==> src/slave_port_map.vh <==
// constants for the parallel slave port: offsets, fields, resets, phases
`ifndef SLAVE_PORT_MAP_VH
`define SLAVE_PORT_MAP_VH

// ****************************************************************
// register byte offsets
// ****************************************************************
`define OFS_DATA        8'h00
`define OFS_PORT_E_DIR  8'h04
`define OFS_CONV_CTRL   8'h08
`define OFS_IRQ_FLAGS   8'h0C
`define OFS_IRQ_ENABLES 8'h10

// ****************************************************************
// field positions
// ****************************************************************
`define BIT_IN_FULL     7
`define BIT_OUT_FULL    6
`define BIT_OVERFLOW    5
`define BIT_SELECT      4
`define BIT_SP_IRQ      7
`define DIR_HI          2
`define APC_HI          2

// ****************************************************************
// reset values and codes
// ****************************************************************
`define DIR_ALL_INPUT   3'h7
`define APC_RESET       3'h0
`define APC_DIGITAL     3'h7
`define BYTE_RESET      8'h00
`define PINS_IDLE       11'h7FF
`define RESP_OKAY       2'h0
`define RESP_SLVERR     2'h2

// ****************************************************************
// four-phase instruction clock, one phase per clock
// ****************************************************************
`define PHASE_Q2        2'h1
`define PHASE_Q4        2'h3

`endif

==> src/pin_sync.v <==
// two-flop synchroniser for the port pins
module pin_sync #(
  parameter             W       = 11,        // number of bits
  parameter [W-1:0]     IDLE    = {W{1'b1}}  // level held in reset
) (
  input  wire           clk,                 // system clock
  input  wire           rst_n,               // async reset, active low
  input  wire [W-1:0]   din,                 // raw pin levels
  output reg  [W-1:0]   dout                 // synchronised levels
);

  reg [W-1:0] meta_q;                         // first stage, read only below

  // ****************************************************************
  // two stages; only the second stage is seen by logic
  // ****************************************************************
  always @(posedge clk or negedge rst_n) begin
    if (!rst_n) begin
      meta_q <= IDLE;
      dout   <= IDLE;
    end else begin
      meta_q <= din;
      dout   <= meta_q;
    end
  end

endmodule

==> src/slave_port.v <==
// parallel slave port with an axi4-lite register slave
`include "slave_port_map.vh"

module slave_port #(
  parameter           AW = 8                 // axi address width
) (
  input  wire          SYS_CLK,              // 10 MHz system clock
  input  wire          RESETN,               // async reset, active low
  input  wire [AW-1:0] AWADDR,               // write address
  input  wire          AWVALID,              // write address valid
  output reg           AWREADY,              // write address ready
  input  wire [31:0]   WDATA,                // write data
  input  wire [3:0]    WSTRB,                // write byte strobes
  input  wire          WVALID,               // write data valid
  output reg           WREADY,               // write data ready
  output reg  [1:0]    BRESP,                // write response
  output reg           BVALID,               // write response valid
  input  wire          BREADY,               // write response ready
  input  wire [AW-1:0] ARADDR,               // read address
  input  wire          ARVALID,              // read address valid
  output reg           ARREADY,              // read address ready
  output reg  [31:0]   RDATA,                // read data
  output reg  [1:0]    RRESP,                // read response
  output reg           RVALID,               // read data valid
  input  wire          RREADY,               // read data ready
  input  wire          RD_N,                 // host read strobe, pin 0
  input  wire          WR_N,                 // host write strobe, pin 1
  input  wire          CS_N,                 // host chip select, pin 2
  input  wire [7:0]    PD_IN,                // port D pin levels
  output reg  [7:0]    PD_OUT,               // port D drive value
  output reg           PD_OE,                // port D drive enable
  output reg           IRQ                   // level interrupt
);

  // ****************************************************************
  // completion stage codes
  // ****************************************************************
  localparam [1:0] ST_IDLE = 2'h0;           // nothing pending
  localparam [1:0] ST_Q2   = 2'h1;           // waiting next second phase
  localparam [1:0] ST_Q4   = 2'h2;           // waiting following fourth

  // ****************************************************************
  // declarations
  // ****************************************************************
  wire [10:0] pins_s;                         // synchronised pins
  wire        rd_s;                           // read strobe, synced
  wire        wr_s;                           // write strobe, synced
  wire        cs_s;                           // chip select, synced
  wire [7:0]  pd_s;                           // port D data, synced

  reg         select_q;                       // slave port select
  reg  [2:0]  dir_q;                          // port E direction bits
  reg  [2:0]  apc_q;                          // analog pin config
  reg         in_full_q;                      // input full flag
  reg         out_full_q;                     // output full flag
  reg         overflow_q;                     // input overflow flag
  reg         irq_flag_q;                     // slave port irq flag
  reg         irq_en_q;                       // slave port irq enable
  reg  [7:0]  in_latch_q;                     // byte from host
  reg  [7:0]  out_latch_q;                    // byte for host
  reg  [1:0]  phase_q;                        // instruction phase
  reg         wr_act_q;                       // host write in progress
  reg         rd_act_q;                       // host read in progress
  reg  [1:0]  wr_st_q;                        // write completion stage
  reg  [1:0]  rd_st_q;                        // read completion stage

  reg         aw_hold_q;                      // write address taken
  reg         w_hold_q;                       // write data taken
  reg [AW-1:0] awaddr_q;                      // held write address
  reg  [31:0] wdata_q;                        // held write data
  reg  [3:0]  wstrb_q;                        // held byte strobes

  // ****************************************************************
  // completion helpers, shared by write and read paths
  // ****************************************************************
  // stage advance: end restarts, then next q2, then following q4
  function [1:0] stage_next;
    input [1:0] st;
    input       ended;
    input [1:0] ph;
    begin
      if (ended) begin
        stage_next = ST_Q2;
      end else if (st == ST_Q2 && ph == `PHASE_Q2) begin
        stage_next = ST_Q4;
      end else if (st == ST_Q4 && ph == `PHASE_Q4) begin
        stage_next = ST_IDLE;
      end else begin
        stage_next = st;
      end
    end
  endfunction

  // completion fires in the fourth phase of the waiting stage
  function stage_done;
    input [1:0] st;
    input [1:0] ph;
    begin
      stage_done = (st == ST_Q4) && (ph == `PHASE_Q4);
    end
  endfunction

  // ****************************************************************
  // pin synchronisation
  // ****************************************************************
  // host runs without our clock, so all pins pass two flops
  pin_sync #(
    .W    (11),
    .IDLE (`PINS_IDLE)
  ) u_sync (
    .clk   (SYS_CLK),
    .rst_n (RESETN),
    .din   ({CS_N, WR_N, RD_N, PD_IN}),
    .dout  (pins_s)
  );

  assign cs_s = pins_s[10];
  assign wr_s = pins_s[9];
  assign rd_s = pins_s[8];
  assign pd_s = pins_s[7:0];

  // ****************************************************************
  // strobe qualification
  // ****************************************************************
  // strobes count only with pins as inputs and digital config
  wire pins_ok = select_q && (dir_q == `DIR_ALL_INPUT)
                 && (apc_q == `APC_DIGITAL);
  wire wr_low  = pins_ok && !cs_s && !wr_s;
  wire rd_low  = pins_ok && !cs_s && !rd_s;
  wire wr_end  = wr_act_q && !wr_low;            // level sensed end
  wire rd_end  = rd_act_q && !rd_low;            // level sensed end
  wire rd_start = rd_low && !rd_act_q;           // first seen low
  wire wr_done = stage_done(wr_st_q, phase_q);
  wire rd_done = stage_done(rd_st_q, phase_q);

  // ****************************************************************
  // axi handshakes
  // ****************************************************************
  wire aw_take = AWVALID && AWREADY;              // address accepted
  wire w_take  = WVALID && WREADY;                // data accepted
  wire wr_do   = aw_hold_q && w_hold_q && !BVALID; // perform the write
  wire ar_take = ARVALID && ARREADY;              // read accepted

  wire w_data  = wr_do && awaddr_q == `OFS_DATA && wstrb_q[0];
  wire w_dir   = wr_do && awaddr_q == `OFS_PORT_E_DIR && wstrb_q[0];
  wire w_conv  = wr_do && awaddr_q == `OFS_CONV_CTRL && wstrb_q[0];
  wire w_flags = wr_do && awaddr_q == `OFS_IRQ_FLAGS && wstrb_q[0];
  wire w_ens   = wr_do && awaddr_q == `OFS_IRQ_ENABLES && wstrb_q[0];
  wire w_hit   = awaddr_q == `OFS_DATA || awaddr_q == `OFS_PORT_E_DIR
                 || awaddr_q == `OFS_CONV_CTRL
                 || awaddr_q == `OFS_IRQ_FLAGS
                 || awaddr_q == `OFS_IRQ_ENABLES;
  wire r_data  = ar_take && ARADDR == `OFS_DATA;
  wire r_flags = ar_take && ARADDR == `OFS_IRQ_FLAGS;

  // ****************************************************************
  // read data mux
  // ****************************************************************
  reg [7:0] rd_byte;                             // selected register
  reg       rd_hit;                              // address mapped
  always @* begin
    rd_byte = 8'h00;
    rd_hit  = 1'b1;
    case (ARADDR)
      `OFS_DATA:        rd_byte = in_latch_q;
      `OFS_PORT_E_DIR: begin
        rd_byte[`BIT_IN_FULL]  = in_full_q;
        rd_byte[`BIT_OUT_FULL] = out_full_q;
        rd_byte[`BIT_OVERFLOW] = overflow_q;
        rd_byte[`BIT_SELECT]   = select_q;
        rd_byte[`DIR_HI:0]     = dir_q;
      end
      `OFS_CONV_CTRL:   rd_byte[`APC_HI:0] = apc_q;
      `OFS_IRQ_FLAGS:   rd_byte[`BIT_SP_IRQ] = irq_flag_q;
      `OFS_IRQ_ENABLES: rd_byte[`BIT_SP_IRQ] = irq_en_q;
      default:          rd_hit = 1'b0;           // unmapped reads zero
    endcase
  end

  // ****************************************************************
  // axi write channel
  // ****************************************************************
  // one write at a time; address and data taken in either order
  always @(posedge SYS_CLK or negedge RESETN) begin
    if (!RESETN) begin
      AWREADY   <= 1'b0;
      WREADY    <= 1'b0;
      BVALID    <= 1'b0;
      BRESP     <= `RESP_OKAY;
      aw_hold_q <= 1'b0;
      w_hold_q  <= 1'b0;
      awaddr_q  <= {AW{1'b0}};
      wdata_q   <= 32'h00000000;
      wstrb_q   <= 4'h0;
    end else begin
      AWREADY <= !aw_hold_q && !aw_take && !BVALID;
      WREADY  <= !w_hold_q && !w_take && !BVALID;
      if (aw_take) begin
        aw_hold_q <= 1'b1;
        awaddr_q  <= AWADDR;
      end
      if (w_take) begin
        w_hold_q <= 1'b1;
        wdata_q  <= WDATA;
        wstrb_q  <= WSTRB;
      end
      if (wr_do) begin                           // response after both
        BVALID    <= 1'b1;
        BRESP     <= w_hit ? `RESP_OKAY : `RESP_SLVERR;
        aw_hold_q <= 1'b0;
        w_hold_q  <= 1'b0;
      end else if (BVALID && BREADY) begin
        BVALID <= 1'b0;
      end
    end
  end

  // ****************************************************************
  // axi read channel
  // ****************************************************************
  always @(posedge SYS_CLK or negedge RESETN) begin
    if (!RESETN) begin
      ARREADY <= 1'b0;
      RVALID  <= 1'b0;
      RDATA   <= 32'h00000000;
      RRESP   <= `RESP_OKAY;
    end else begin
      ARREADY <= !RVALID && !ar_take;            // one read at a time
      if (ar_take) begin
        RVALID <= 1'b1;
        RDATA  <= {24'h000000, rd_byte};
        RRESP  <= rd_hit ? `RESP_OKAY : `RESP_SLVERR;
      end else if (RVALID && RREADY) begin
        RVALID <= 1'b0;
      end
    end
  end

  // ****************************************************************
  // configuration registers
  // ****************************************************************
  always @(posedge SYS_CLK or negedge RESETN) begin
    if (!RESETN) begin
      select_q    <= 1'b0;
      dir_q       <= `DIR_ALL_INPUT;
      apc_q       <= `APC_RESET;
      irq_en_q    <= 1'b0;
      out_latch_q <= `BYTE_RESET;
    end else begin
      if (w_dir) begin
        select_q <= wdata_q[`BIT_SELECT];
        dir_q    <= wdata_q[`DIR_HI:0];
      end
      if (w_conv) begin
        apc_q <= wdata_q[`APC_HI:0];
      end
      if (w_ens) begin
        irq_en_q <= wdata_q[`BIT_SP_IRQ];
      end
      if (w_data) begin                          // firmware side latch
        out_latch_q <= wdata_q[7:0];
      end
    end
  end

  // ****************************************************************
  // phase counter and host transfer tracking
  // ****************************************************************
  // the four-phase clock is modelled as one phase per system clock
  always @(posedge SYS_CLK or negedge RESETN) begin
    if (!RESETN) begin
      phase_q    <= 2'h0;
      wr_act_q   <= 1'b0;
      rd_act_q   <= 1'b0;
      wr_st_q    <= ST_IDLE;
      rd_st_q    <= ST_IDLE;
      in_latch_q <= `BYTE_RESET;
    end else begin
      phase_q  <= phase_q + 2'h1;
      wr_act_q <= wr_low;
      rd_act_q <= rd_low;
      wr_st_q  <= stage_next(wr_st_q, wr_end, phase_q);
      rd_st_q  <= stage_next(rd_st_q, rd_end, phase_q);
      if (wr_low) begin                          // host data follows
        in_latch_q <= pd_s;
      end
    end
  end

  // ****************************************************************
  // status flags
  // ****************************************************************
  // hardware set or clear wins over firmware in the same cycle
  always @(posedge SYS_CLK or negedge RESETN) begin
    if (!RESETN) begin
      in_full_q  <= 1'b0;
      out_full_q <= 1'b0;
      overflow_q <= 1'b0;
    end else begin
      if (!select_q) begin
        in_full_q  <= 1'b0;
        out_full_q <= 1'b0;
      end else begin
        if (wr_done) begin
          in_full_q <= 1'b1;
        end else if (r_data) begin
          in_full_q <= 1'b0;
        end
        if (rd_start) begin
          out_full_q <= 1'b0;
        end else if (w_data) begin
          out_full_q <= 1'b1;
        end
      end
      // overflow survives deselect; firmware clears by writing zero
      if (wr_done && in_full_q && !r_data) begin
        overflow_q <= 1'b1;
      end else if (w_dir && !wdata_q[`BIT_OVERFLOW]) begin
        overflow_q <= 1'b0;
      end
    end
  end

  // ****************************************************************
  // interrupt flag and output
  // ****************************************************************
  // cleared by a read of the flag register or by writing zero
  always @(posedge SYS_CLK or negedge RESETN) begin
    if (!RESETN) begin
      irq_flag_q <= 1'b0;
      IRQ        <= 1'b0;
    end else begin
      if (wr_done || rd_done) begin
        irq_flag_q <= 1'b1;
      end else if (r_flags) begin
        irq_flag_q <= 1'b0;
      end else if (w_flags && !wdata_q[`BIT_SP_IRQ]) begin
        irq_flag_q <= 1'b0;
      end
      IRQ <= irq_flag_q && irq_en_q;
    end
  end

  // ****************************************************************
  // port D drive
  // ****************************************************************
  // direction comes from the host read strobe and chip select gated by pins_ok; one clock of lag
  // after the synchroniser, so the host must allow for it
  always @(posedge SYS_CLK or negedge RESETN) begin
    if (!RESETN) begin
      PD_OE  <= 1'b0;
      PD_OUT <= `BYTE_RESET;
    end else begin
      PD_OE  <= rd_low;
      PD_OUT <= out_latch_q;
    end
  end

endmodule

==> config.mk <==
export PLATFORM = sky130hd
export DESIGN_NAME = slave_port
export DESIGN_NICKNAME = d
export VERILOG_FILES = /design/src/pin_sync.v /design/src/slave_port.v
export VERILOG_INCLUDE_DIRS = /design/src
export SDC_FILE = /design/constraint.sdc
export NUM_CORES = 1
export LEC_CHECK = 0
export BUFFER_PORTS_ARGS = -buffer_cell sky130_fd_sc_hd__clkbuf_2
export CORE_ASPECT_RATIO = 1.75
export CORE_MARGIN = 8
export CORE_UTILIZATION = 46
export DETAILED_ROUTE_END_ITERATION = 8
export PLACE_DENSITY_LB_ADDON = 0.05
export SLEW_MARGIN = 15
export SYNTH_ARGS = -nofsm -noshare
export SYNTH_HDL_FRONTEND = slang
export SYNTH_SLANG_ARGS = --single-unit
==> constraint.sdc <==
create_clock -name SYS_CLK -period 2.05 [get_ports SYS_CLK]
set_clock_uncertainty 0.05 [all_clocks]
set_input_delay 0.41 -clock SYS_CLK [delete_from_list [all_inputs] [get_ports SYS_CLK]]
set_output_delay 0.41 -clock SYS_CLK [all_outputs]
set_load 0.02 [all_outputs]
Word level (Yosys, flattened, before mapping)
Cells that the tools add are included.
- register bits after elaboration: 103
- bits of input ports: 70
- add/sub/neg operators: 1
- equal/unequal tests: 18
- mux-type cells: 32
- reduce and logical (&&, ||, !) cells: 73
- operators by type and width (operator ; number):
    $logic_and 1x1->1 ; 41
    $eq 8x4->1 const B ; 4
    $mux 1 ; 21
    $eq 8x3->1 const B ; 2
    $eq 8x5->1 const B ; 2
    $logic_not 1->1 ; 16
    $logic_not 8->1 ; 2
    $mux 2 ; 8
    $reduce_bool 2->1 ; 5
    $pmux 3 s3 ; 1
    $reduce_bool 3->1 ; 3
    $eq 2x1->1 const B ; 3
    $eq 2x2->1 const B ; 3
    $eq 3x3->1 const B ; 2
    $ne 3x1->1 const B ; 2
    $pmux 3 s2 ; 1
    $logic_or 1x1->1 ; 5
    $reduce_or 5->1 ; 1
    $pmux 1 s4 ; 1
    $add 2x1->2 const B ; 1

Longest topological paths before layout
Gate-level depths: netlist (run 1).
- word-level depth: 8
- mapped depth: 5
- depth with buffers taken out: 5

Hierarchy
Synthesis (run 1) repeated with hierarchy kept, for this count alone.
- cells, all modules: 288
- area, all modules: 4000.1 um^2
- by module, submodules not included (module ; instances ; cells each ; area an instance (um^2) ; seq. area each (um^2)):
    slave_port ; 1 ; 266 ; 3422.0 ; 1980.6
    pin_sync ; 1 ; 22 ; 578.1 ; 578.1

Least setup slack after synthesis (run 1)
Ideal clock, no wire load.
- path type: register to register
- start point: register dir_q[2]
- end point: register in_latch_q[0]
- library setup time: 0.125 ns
- arrival time: 1.866 ns
- required time: 1.875 ns
- setup slack: 0.009 ns
- stages on the path, launching flop included: 6
- path buffers: 1
- period minus slack after synthesis: 2.041 ns
- cells stage by stage: dfstp_2 nand4_1 or4b_2 nor2_1 buf_4 mux2_2
- cells in the longest elaborated chain, start to end: 5
- RTL lines (item ; line ; RTL):
    start: declaration ; slave_port.v:52 ; reg [2:0] dir_q;
    start signal: assignment ; slave_port.v:245 ; dir_q <= `DIR_ALL_INPUT;
    start signal: assignment ; slave_port.v:252 ; dir_q <= wdata_q[`DIR_HI:0];
    $eq 3x3->1 (no source line) ; n/a ;
    $logic_and 1x1->1 (2 in a row) ; slave_port.v:126 ; wire pins_ok = select_q && (dir_q == `DIR_ALL_INPUT)
    $logic_and 1x1->1 (2 in a row) ; slave_port.v:128 ; wire wr_low = pins_ok && !cs_s && !wr_s;
    via wr_low ; slave_port.v:128 ;
    end signal: assignment ; slave_port.v:277 ; in_latch_q <= `BYTE_RESET;
    end signal: assignment ; slave_port.v:285 ; in_latch_q <= pd_s;
    end: declaration ; slave_port.v:59 ; reg [7:0] in_latch_q;
The timed path passes the listed nets, and every way through them passes these cells.
A chain may end at the register's enable or synchronous reset.

Worst setup path in the final report (run 1)
- start point: register awaddr_q[0]
- end point: register out_latch_q[7]
- cells in the longest elaborated chain, start to end: 3
- RTL lines (item ; line ; RTL):
    start: declaration ; slave_port.v:69 ; reg [AW-1:0] awaddr_q;
    start signal: assignment ; slave_port.v:192 ; awaddr_q <= {AW{1'b0}};
    $logic_not 8->1 (no source line) ; n/a ;
    $logic_and 1x1->1 (no source line) ; n/a ;
    $logic_and 1x1->1 ; slave_port.v:144 ; wire w_data = wr_do && awaddr_q == `OFS_DATA && wstrb_q[0];
    end signal: assignment ; slave_port.v:248 ; out_latch_q <= `BYTE_RESET;
    end signal: assignment ; slave_port.v:261 ; out_latch_q <= wdata_q[7:0];
    end: declaration ; slave_port.v:60 ; reg [7:0] out_latch_q;
No other way between the ends.

==> results.yml, run 1 <==
drt:
  viasPerCell: 4.95
  vias: 2333
  ant_nets: 0
  drt_wl_total_um: 7450
  wl_per_cell_um: 15.8
  firstDrtPassIters: 4
  route.detailed.drc: 0
  drt_iter0_markers: 81
power_and_ir_drop:
  p_int_uw: 3780
  seqPwrFrac_pct: 50.1
  power_density_nw_per_um2: 1080
  p_clk_share_pct: 34.0
  switching_share_pct: 26.5
  cellLeakagePower_uw: 0.00234
  power_frac_comb_pct: 15.9
  ir_drop_uv: 720
  switching_power_uw: 1360
timing:
  finalCritPeriodShare_pct: 95.9
  setup_viol: 0
  fin_crit_ns: 1.97
  hold_viol: 0
  drv_slew: 0
  rsz0062_at_grt: "false"
  setup_slack_ns: 0.0834
  fmax_mhz: 508
  finalSetupTns_ns: 0
min_path:
  hold_path.class: "primary input to flip-flop"
synth:
  synth-edff-count: 0
  synth_area_sq_um: 3910
  synth-seq-cells: 101
  ys_types: 44
  synth-main-ff-cell: "dfrtp_1"
  yosys_warnings: 0
  yosysTopAreaCellShare_pct: 48.6
  yosys.area.top_type: "dfrtp_1"
  postSynthAreaPerCell_sq_um: 14.0
  yosysSeqAreaShare_pct: 65.4
  synth_most_common_cell: "dfrtp_1"
  yosys-top-cells-count: "dfrtp_1 (76), mux2_2 (42), buf_4 (27)"
  postSynth.asyncResetShare_pct: 100
  synthCells: 280
  synth_area_leaders: "dfrtp_1 (49%), dfstp_2 (17%), mux2_2 (12%)"
cts:
  clock-sinks: 101
  cts-root-buf: "clkbuf_16"
  clkSlewWorstSetupHoldPaths_ns: 0.07
  tritoncts: "built"
  htreeDepth: 3
  clockBufferDepth: 2
  numCtsBuffers: 9
  clk-insertion-delay-late_ns: 0.33
floorplanning:
  core_sq_um: 8260
  boundaryPins: 121
  initial_utilization_pct: 47.3
  die_width_um: 85.7
  rows: 44
  die_h_um: 138
  die-area_sq_um: 11800
grt:
  grt_pass1_wl_um: 11900
  grt_max_degree: 40
  grt_antenna_before_repair: 0
  overflow: 0
  grt_use_total_pct: 13.2
  first_global_vias: 2491
final_layout:
  layout.nets: 446
  final-seq-area_sq_um: 2560
  multi_input_area_sq_um: 1210
  final_util_pct: 57.7
  synthToLayoutAreaGrowth_pct: 21.8
  drive_gt1_share_pct: 47.2
  diodes: 0
  final_area_sq_um: 4760
  n_fill_cell: 721
flow_run:
  cap_violations: 0
outcome:
  outcome: "complete, no violations"
placement:
  gp_congestion: 0.750
  dp_slack_ns: -0.120
  dpl.hpwl_um: 5720
  postPlaceCellArea_sq_um: 4410
  io_buffers: 67
worst_setup_path:
  end_kind: "flip-flop"
  cp-start-kind: "flip-flop"
  cp_max_fo: 6
  worst_ep_required_time_ns: 2.22
  r2r_setup_slack_ns: 0.08
  arrival_ns: 2.13
  criticalPathCategory: "flip-flop to flip-flop"
-- stage by stage --
stage / instances / total power, uW / hold WS [ns]
2_1_floorplan: 305 / 3130 / 0.0644
3_3_place_gp: 454 / 3410 / 0.296
3_5_place_dp: 454 / 3440 / 0.297
4_1_cts: 471 / 5220 / 0.0837
5_1_grt: 471 / 5420 / 0.0783
6_report: 471 / 5140 / 0.102
-- power by group through the flow --
stage                     combinational [uW]  clock, uW  sequential (uW)
after detailed placement                 830          0             2610
after CTS                                835       1800             2580
final                                    818       1750             2570
after floorplan                          505          0             2630
after global placement                   813          0             2600
after global routing                     904       1890             2620
-- flip-flops by register name (all words and copies together), names as in the netlist, 2 cells and up --
name / flops
u_sync.dout: 11
u_sync.meta_q: 11
PD_OUT: 8
RDATA: 8
awaddr_q: 8
in_latch_q: 8
out_latch_q: 8
wdata_q: 8
apc_q: 3
dir_q: 3
phase_q: 2
rd_st_q: 2
wr_st_q: 2
-- per-layer routing --
metal | routed length (um) | vias up | global-route usage [%]
met4 | 155 | 0 | 5.98
met5 | 0 | - | 0
met3 | 562 | 10 | 5.28
li1 | - | 1121 | -
met2 | 3870 | 80 | 22.4
met1 | 2870 | 1122 | 14.0
-- cell usage in the layout, fill, tap and decap left out, drive strengths merged, types with 2 or more instances in the layout --
cell type,Yosys,routed
a21o,2,2
a21oi,5,5
a22o,3,3
a22oi,7,7
and2,4,4
buf,27,20
clkbuf,2,79
clkinv,0,2
conb,1,26
dfrtp,76,76
dfstp,25,25
ha,2,2
inv,8,8
mux2,42,42
nand2,16,16
nand2b,2,2
nand3,2,2
nand3b,5,5
nor2,7,7
nor2b,3,3
nor3,3,3
nor4,3,3
o21ai,15,15
or4,2,2
or4b,2,2
-- worst max-delay path: stages (launching register included) --
cell     delay (ns)
dfrtp_1        0.37
or4_4          0.55
nor4_4         0.23
buf_4          0.17
nand2_1        0.06
buf_6          0.14
mux2_2         0.26
-- final timing paths --
path / from / end / depth (start not counted)
min in group asynchronous: RESETN / PD_OUT[3] / 2
min reg2reg: u_sync.meta_q[5] / u_sync.dout[5] / 0
max in group asynchronous: RESETN / u_sync.dout[9] / 3
min: PD_IN[7] / u_sync.meta_q[7] / 1
max reg2reg: awaddr_q[0] / out_latch_q[7] / 6
max: awaddr_q[0] / out_latch_q[7] / 6
-- cell type report --
cell class,count,share of cell area [%]
Clock inverter,3,0.447
Timing Repair Buffer,87,11.0
Tap cell,92,2.42
Clock buffer,13,6.38
Sequential cell,101,53.7
Inverter,8,0.630
Multi-Input combinational cell,167,25.4
-- cell families after synthesis --
family / Yosys count / share of synthesized area (%)
adder cells (fa/ha/maj): 2 / 0.640
AO/OA/AOI/OAI: 42 / 7.14
buffers and inverters: 37 / 6.14
other: 1 / 0.0959
flip-flops: 101 / 65.4
multiplexers: 43 / 12.4
AND/OR/NAND/NOR: 54 / 8.19
-- timing repair --
| item | CTS | global route |
|---|---|---|
| resized for setup | 3 | 1 |
| pin swaps | 0 | 1 |
| buffers inserted | 0 | 0 |
| hold buffers | 1 | 0 |
| setup endpoints to repair | 9 | 9 |
| hold endpoints to repair | 21 | 0 |
No activity file was read; power rests on OpenSTA's default activity.
==> run 2: changes to the inputs <==
--- a/config.mk
+++ b/config.mk
@@ -7,11 +7,10 @@
 export NUM_CORES = 1
 export LEC_CHECK = 0
 export BUFFER_PORTS_ARGS = -buffer_cell sky130_fd_sc_hd__clkbuf_2
-export CORE_ASPECT_RATIO = 1.75
 export CORE_MARGIN = 8
 export CORE_UTILIZATION = 46
 export DETAILED_ROUTE_END_ITERATION = 8
-export PLACE_DENSITY_LB_ADDON = 0.05
+export PLACE_DENSITY = 0.76
 export SLEW_MARGIN = 15
 export SYNTH_ARGS = -nofsm -noshare
 export SYNTH_HDL_FRONTEND = slang
==> run 2 against run 1 <==
  * Wire length grew 1.0%
  * Global-route usage shrank 0.20 points
  * Final area shrank 2.9%
  * Fmax shrank 0.31%
  * Non-clock buffer count shrank 3
  * Largest power group unchanged
==> results.yml, run 2 (synthesized netlist as in run 1, its figures left out) <==
final_layout:
  final_area_sq_um: 4620
  synthToLayoutAreaGrowth_pct: 18.3
  reg_top3: "u_sync.dout: 11 flops, u_sync.meta_q: 11 flops"
  final_cell_mix: "dfrtp_1 (76), clkbuf_2 (66), mux2_2 (41), conb_1 (26), dfstp_2 (25)"
  layout.nets: 443
  n_fill_cell: 702
  layout_commonest_cell: "dfrtp_1"
  diodes: 0
  instances_no_fill: 481
  drive_gt1_share_pct: 47.3
timing:
  finalSetupTns_ns: 0
  drv_slew: 0
  setup_slack_ns: 0.0773
  finalCritPeriodShare_pct: 96.2
  hold_viol: 0
  rsz0062_at_grt: "false"
  setup_viol: 0
  fin_crit_ns: 1.97
  slew_headroom_pct: 66.4
  worst_pin_slew_ns: 0.504
  whs_ns: 0.0733
  fmax_mhz: 507
worst_setup_path:
  r2r_setup_slack_ns: 0.08
  cp-start-kind: "flip-flop"
  r2r_end: "in_latch_q[6]"
  r2r-start: "dir_q[1]"
  arrival_ns: 2.17
  crit_path_cell_trace: "nand4_1, or4b_4, nor2_2, buf_6, mux2_2"
  worst_ep_required_time_ns: 2.25
  criticalPathCategory: "flip-flop to flip-flop"
  max_stage_delay_ns: 0.55
  critPathCapture: "in_latch_q[6]"
  end_kind: "flip-flop"
  r2r_cells: 5
  crit_path_start: "dir_q[1]"
  crit_slowest_cell: "or4b_4"
  cp_max_fo: 9
placement:
  io_buffers: 67
  dpl.hpwl_um: 5740
  postPlaceCellArea_sq_um: 4390
  gp_congestion: 0.828
  dp_slack_ns: -0.113
  placed_cells: 462
floorplanning:
  initial_utilization_pct: 47.6
  die_width_um: 108
  die-area_sq_um: 11700
  die_h_um: 108
  core_sq_um: 8220
  rows: 33
  boundaryPins: 121
power_and_ir_drop:
  switching_power_uw: 1330
  power_frac_comb_pct: 18.2
  power_density_nw_per_um2: 988
  switching_share_pct: 29.1
  p_int_uw: 3240
  cellLeakagePower_uw: 0.00227
  p_clk_share_pct: 25.4
  seqPwrFrac_pct: 56.4
  ir_drop_uv: 541
drt:
  viasPerCell: 4.96
  vias: 2386
  route.detailed.drc: 0
  drt_iter0_markers: 67
  ant_nets: 0
  wl_per_cell_um: 15.7
  drt_wl_total_um: 7530
  firstDrtPassIters: 4
grt:
  grt_use_total_pct: 13.0
  first_global_vias: 2467
  grt_pass1_wl_um: 11800
  overflow: 0
  grt_antenna_before_repair: 0
  grt_max_degree: 39
cts:
  clockBufferDepth: 2
  clock-sinks: 101
  clk-insertion-delay-late_ns: 0.36
  numCtsBuffers: 9
  tritoncts: "built"
  cts-root-buf: "clkbuf_8"
  clkSlewWorstSetupHoldPaths_ns: 0.09
  htreeDepth: 3
outcome:
  outcome: "complete, no violations"
min_path:
  hold_path.class: "primary input to flip-flop"
flow_run:
  cap_violations: 0
==> run 2: changes by cell type in the layout (fill, tap and decap cells not counted), sizes merged <==
cell    delta
clkbuf     -2
clkinv     +2
buf        -3
==> run 2: how the worst min path moves through the flow <==
stage	from	depth (start not counted)	slack (ns)	to
floorplan	RESETN	0	0.06	ARREADY
global placement	u_sync.meta_q[2]	0	0.30	u_sync.dout[2]
detailed placement	u_sync.meta_q[4]	0	0.30	u_sync.dout[4]
CTS	PD_IN[0]	1	0.06	u_sync.meta_q[0]
global route	RD_N	1	0.04	u_sync.meta_q[8]
finish	PD_IN[7]	1	0.07	u_sync.meta_q[7]
==> run 2: routing by layer <==
metal  GRT usage, %  vias to the layer above  share of wire (%)
met2           21.7                       68                 51
li1               -                     1112                  -
met5              0                        -                  0
met3           3.51                        9                6.3
met4           5.75                        0                1.2
met1           15.3                     1197                 42
==> run 2: power groups by stage <==
stage          clock, uW  combinational, uW  sequential (uW)
3_3_place_gp           0                803             2600
3_5_place_dp           0                839             2620
2_1_floorplan          0                505             2630
6_report            1160                832             2580
5_1_grt             1280                913             2630
4_1_cts             1190                847             2580
==> run 2: stage by stage <==
step | total power [uW] | utilization (%)
5_1_grt | 4820 | 56.3
3_5_place_dp | 3450 | 53.5
3_3_place_gp | 3400 | 53.5
4_1_cts | 4620 | 56.2
6_report | 4570 | 56.3
2_1_floorplan | 3130 | -
==> run 2: area by class of cell <==
type	instances	area, sq um	share of cell area, %
Multi-Input combinational cell	167	1220	26.4
Sequential cell	101	2560	55.3
Clock inverter	5	35.0	0.758
Timing Repair Buffer	84	497	10.7
Tap cell	105	131	2.84
Clock buffer	11	151	3.27
Inverter	8	30.0	0.649
==> run 2: what timing repair did <==
item,CTS,global route
gates resized for setup,5,2
endpoints found under the setup margin,21,4
pin swaps,1,2
setup buffers,2,0
hold endpoints to repair,17,0
hold buffers,1,0
cloned,0,0
==> run 2: critical path, delay by kind of cell, from the launching register on <==
family | cells | cell delay [ns]
buffers and inverters | 1 | 0.15
DFF | 1 | 0.54
muxes | 1 | 0.34
and+or+nand+nor | 3 | 0.78
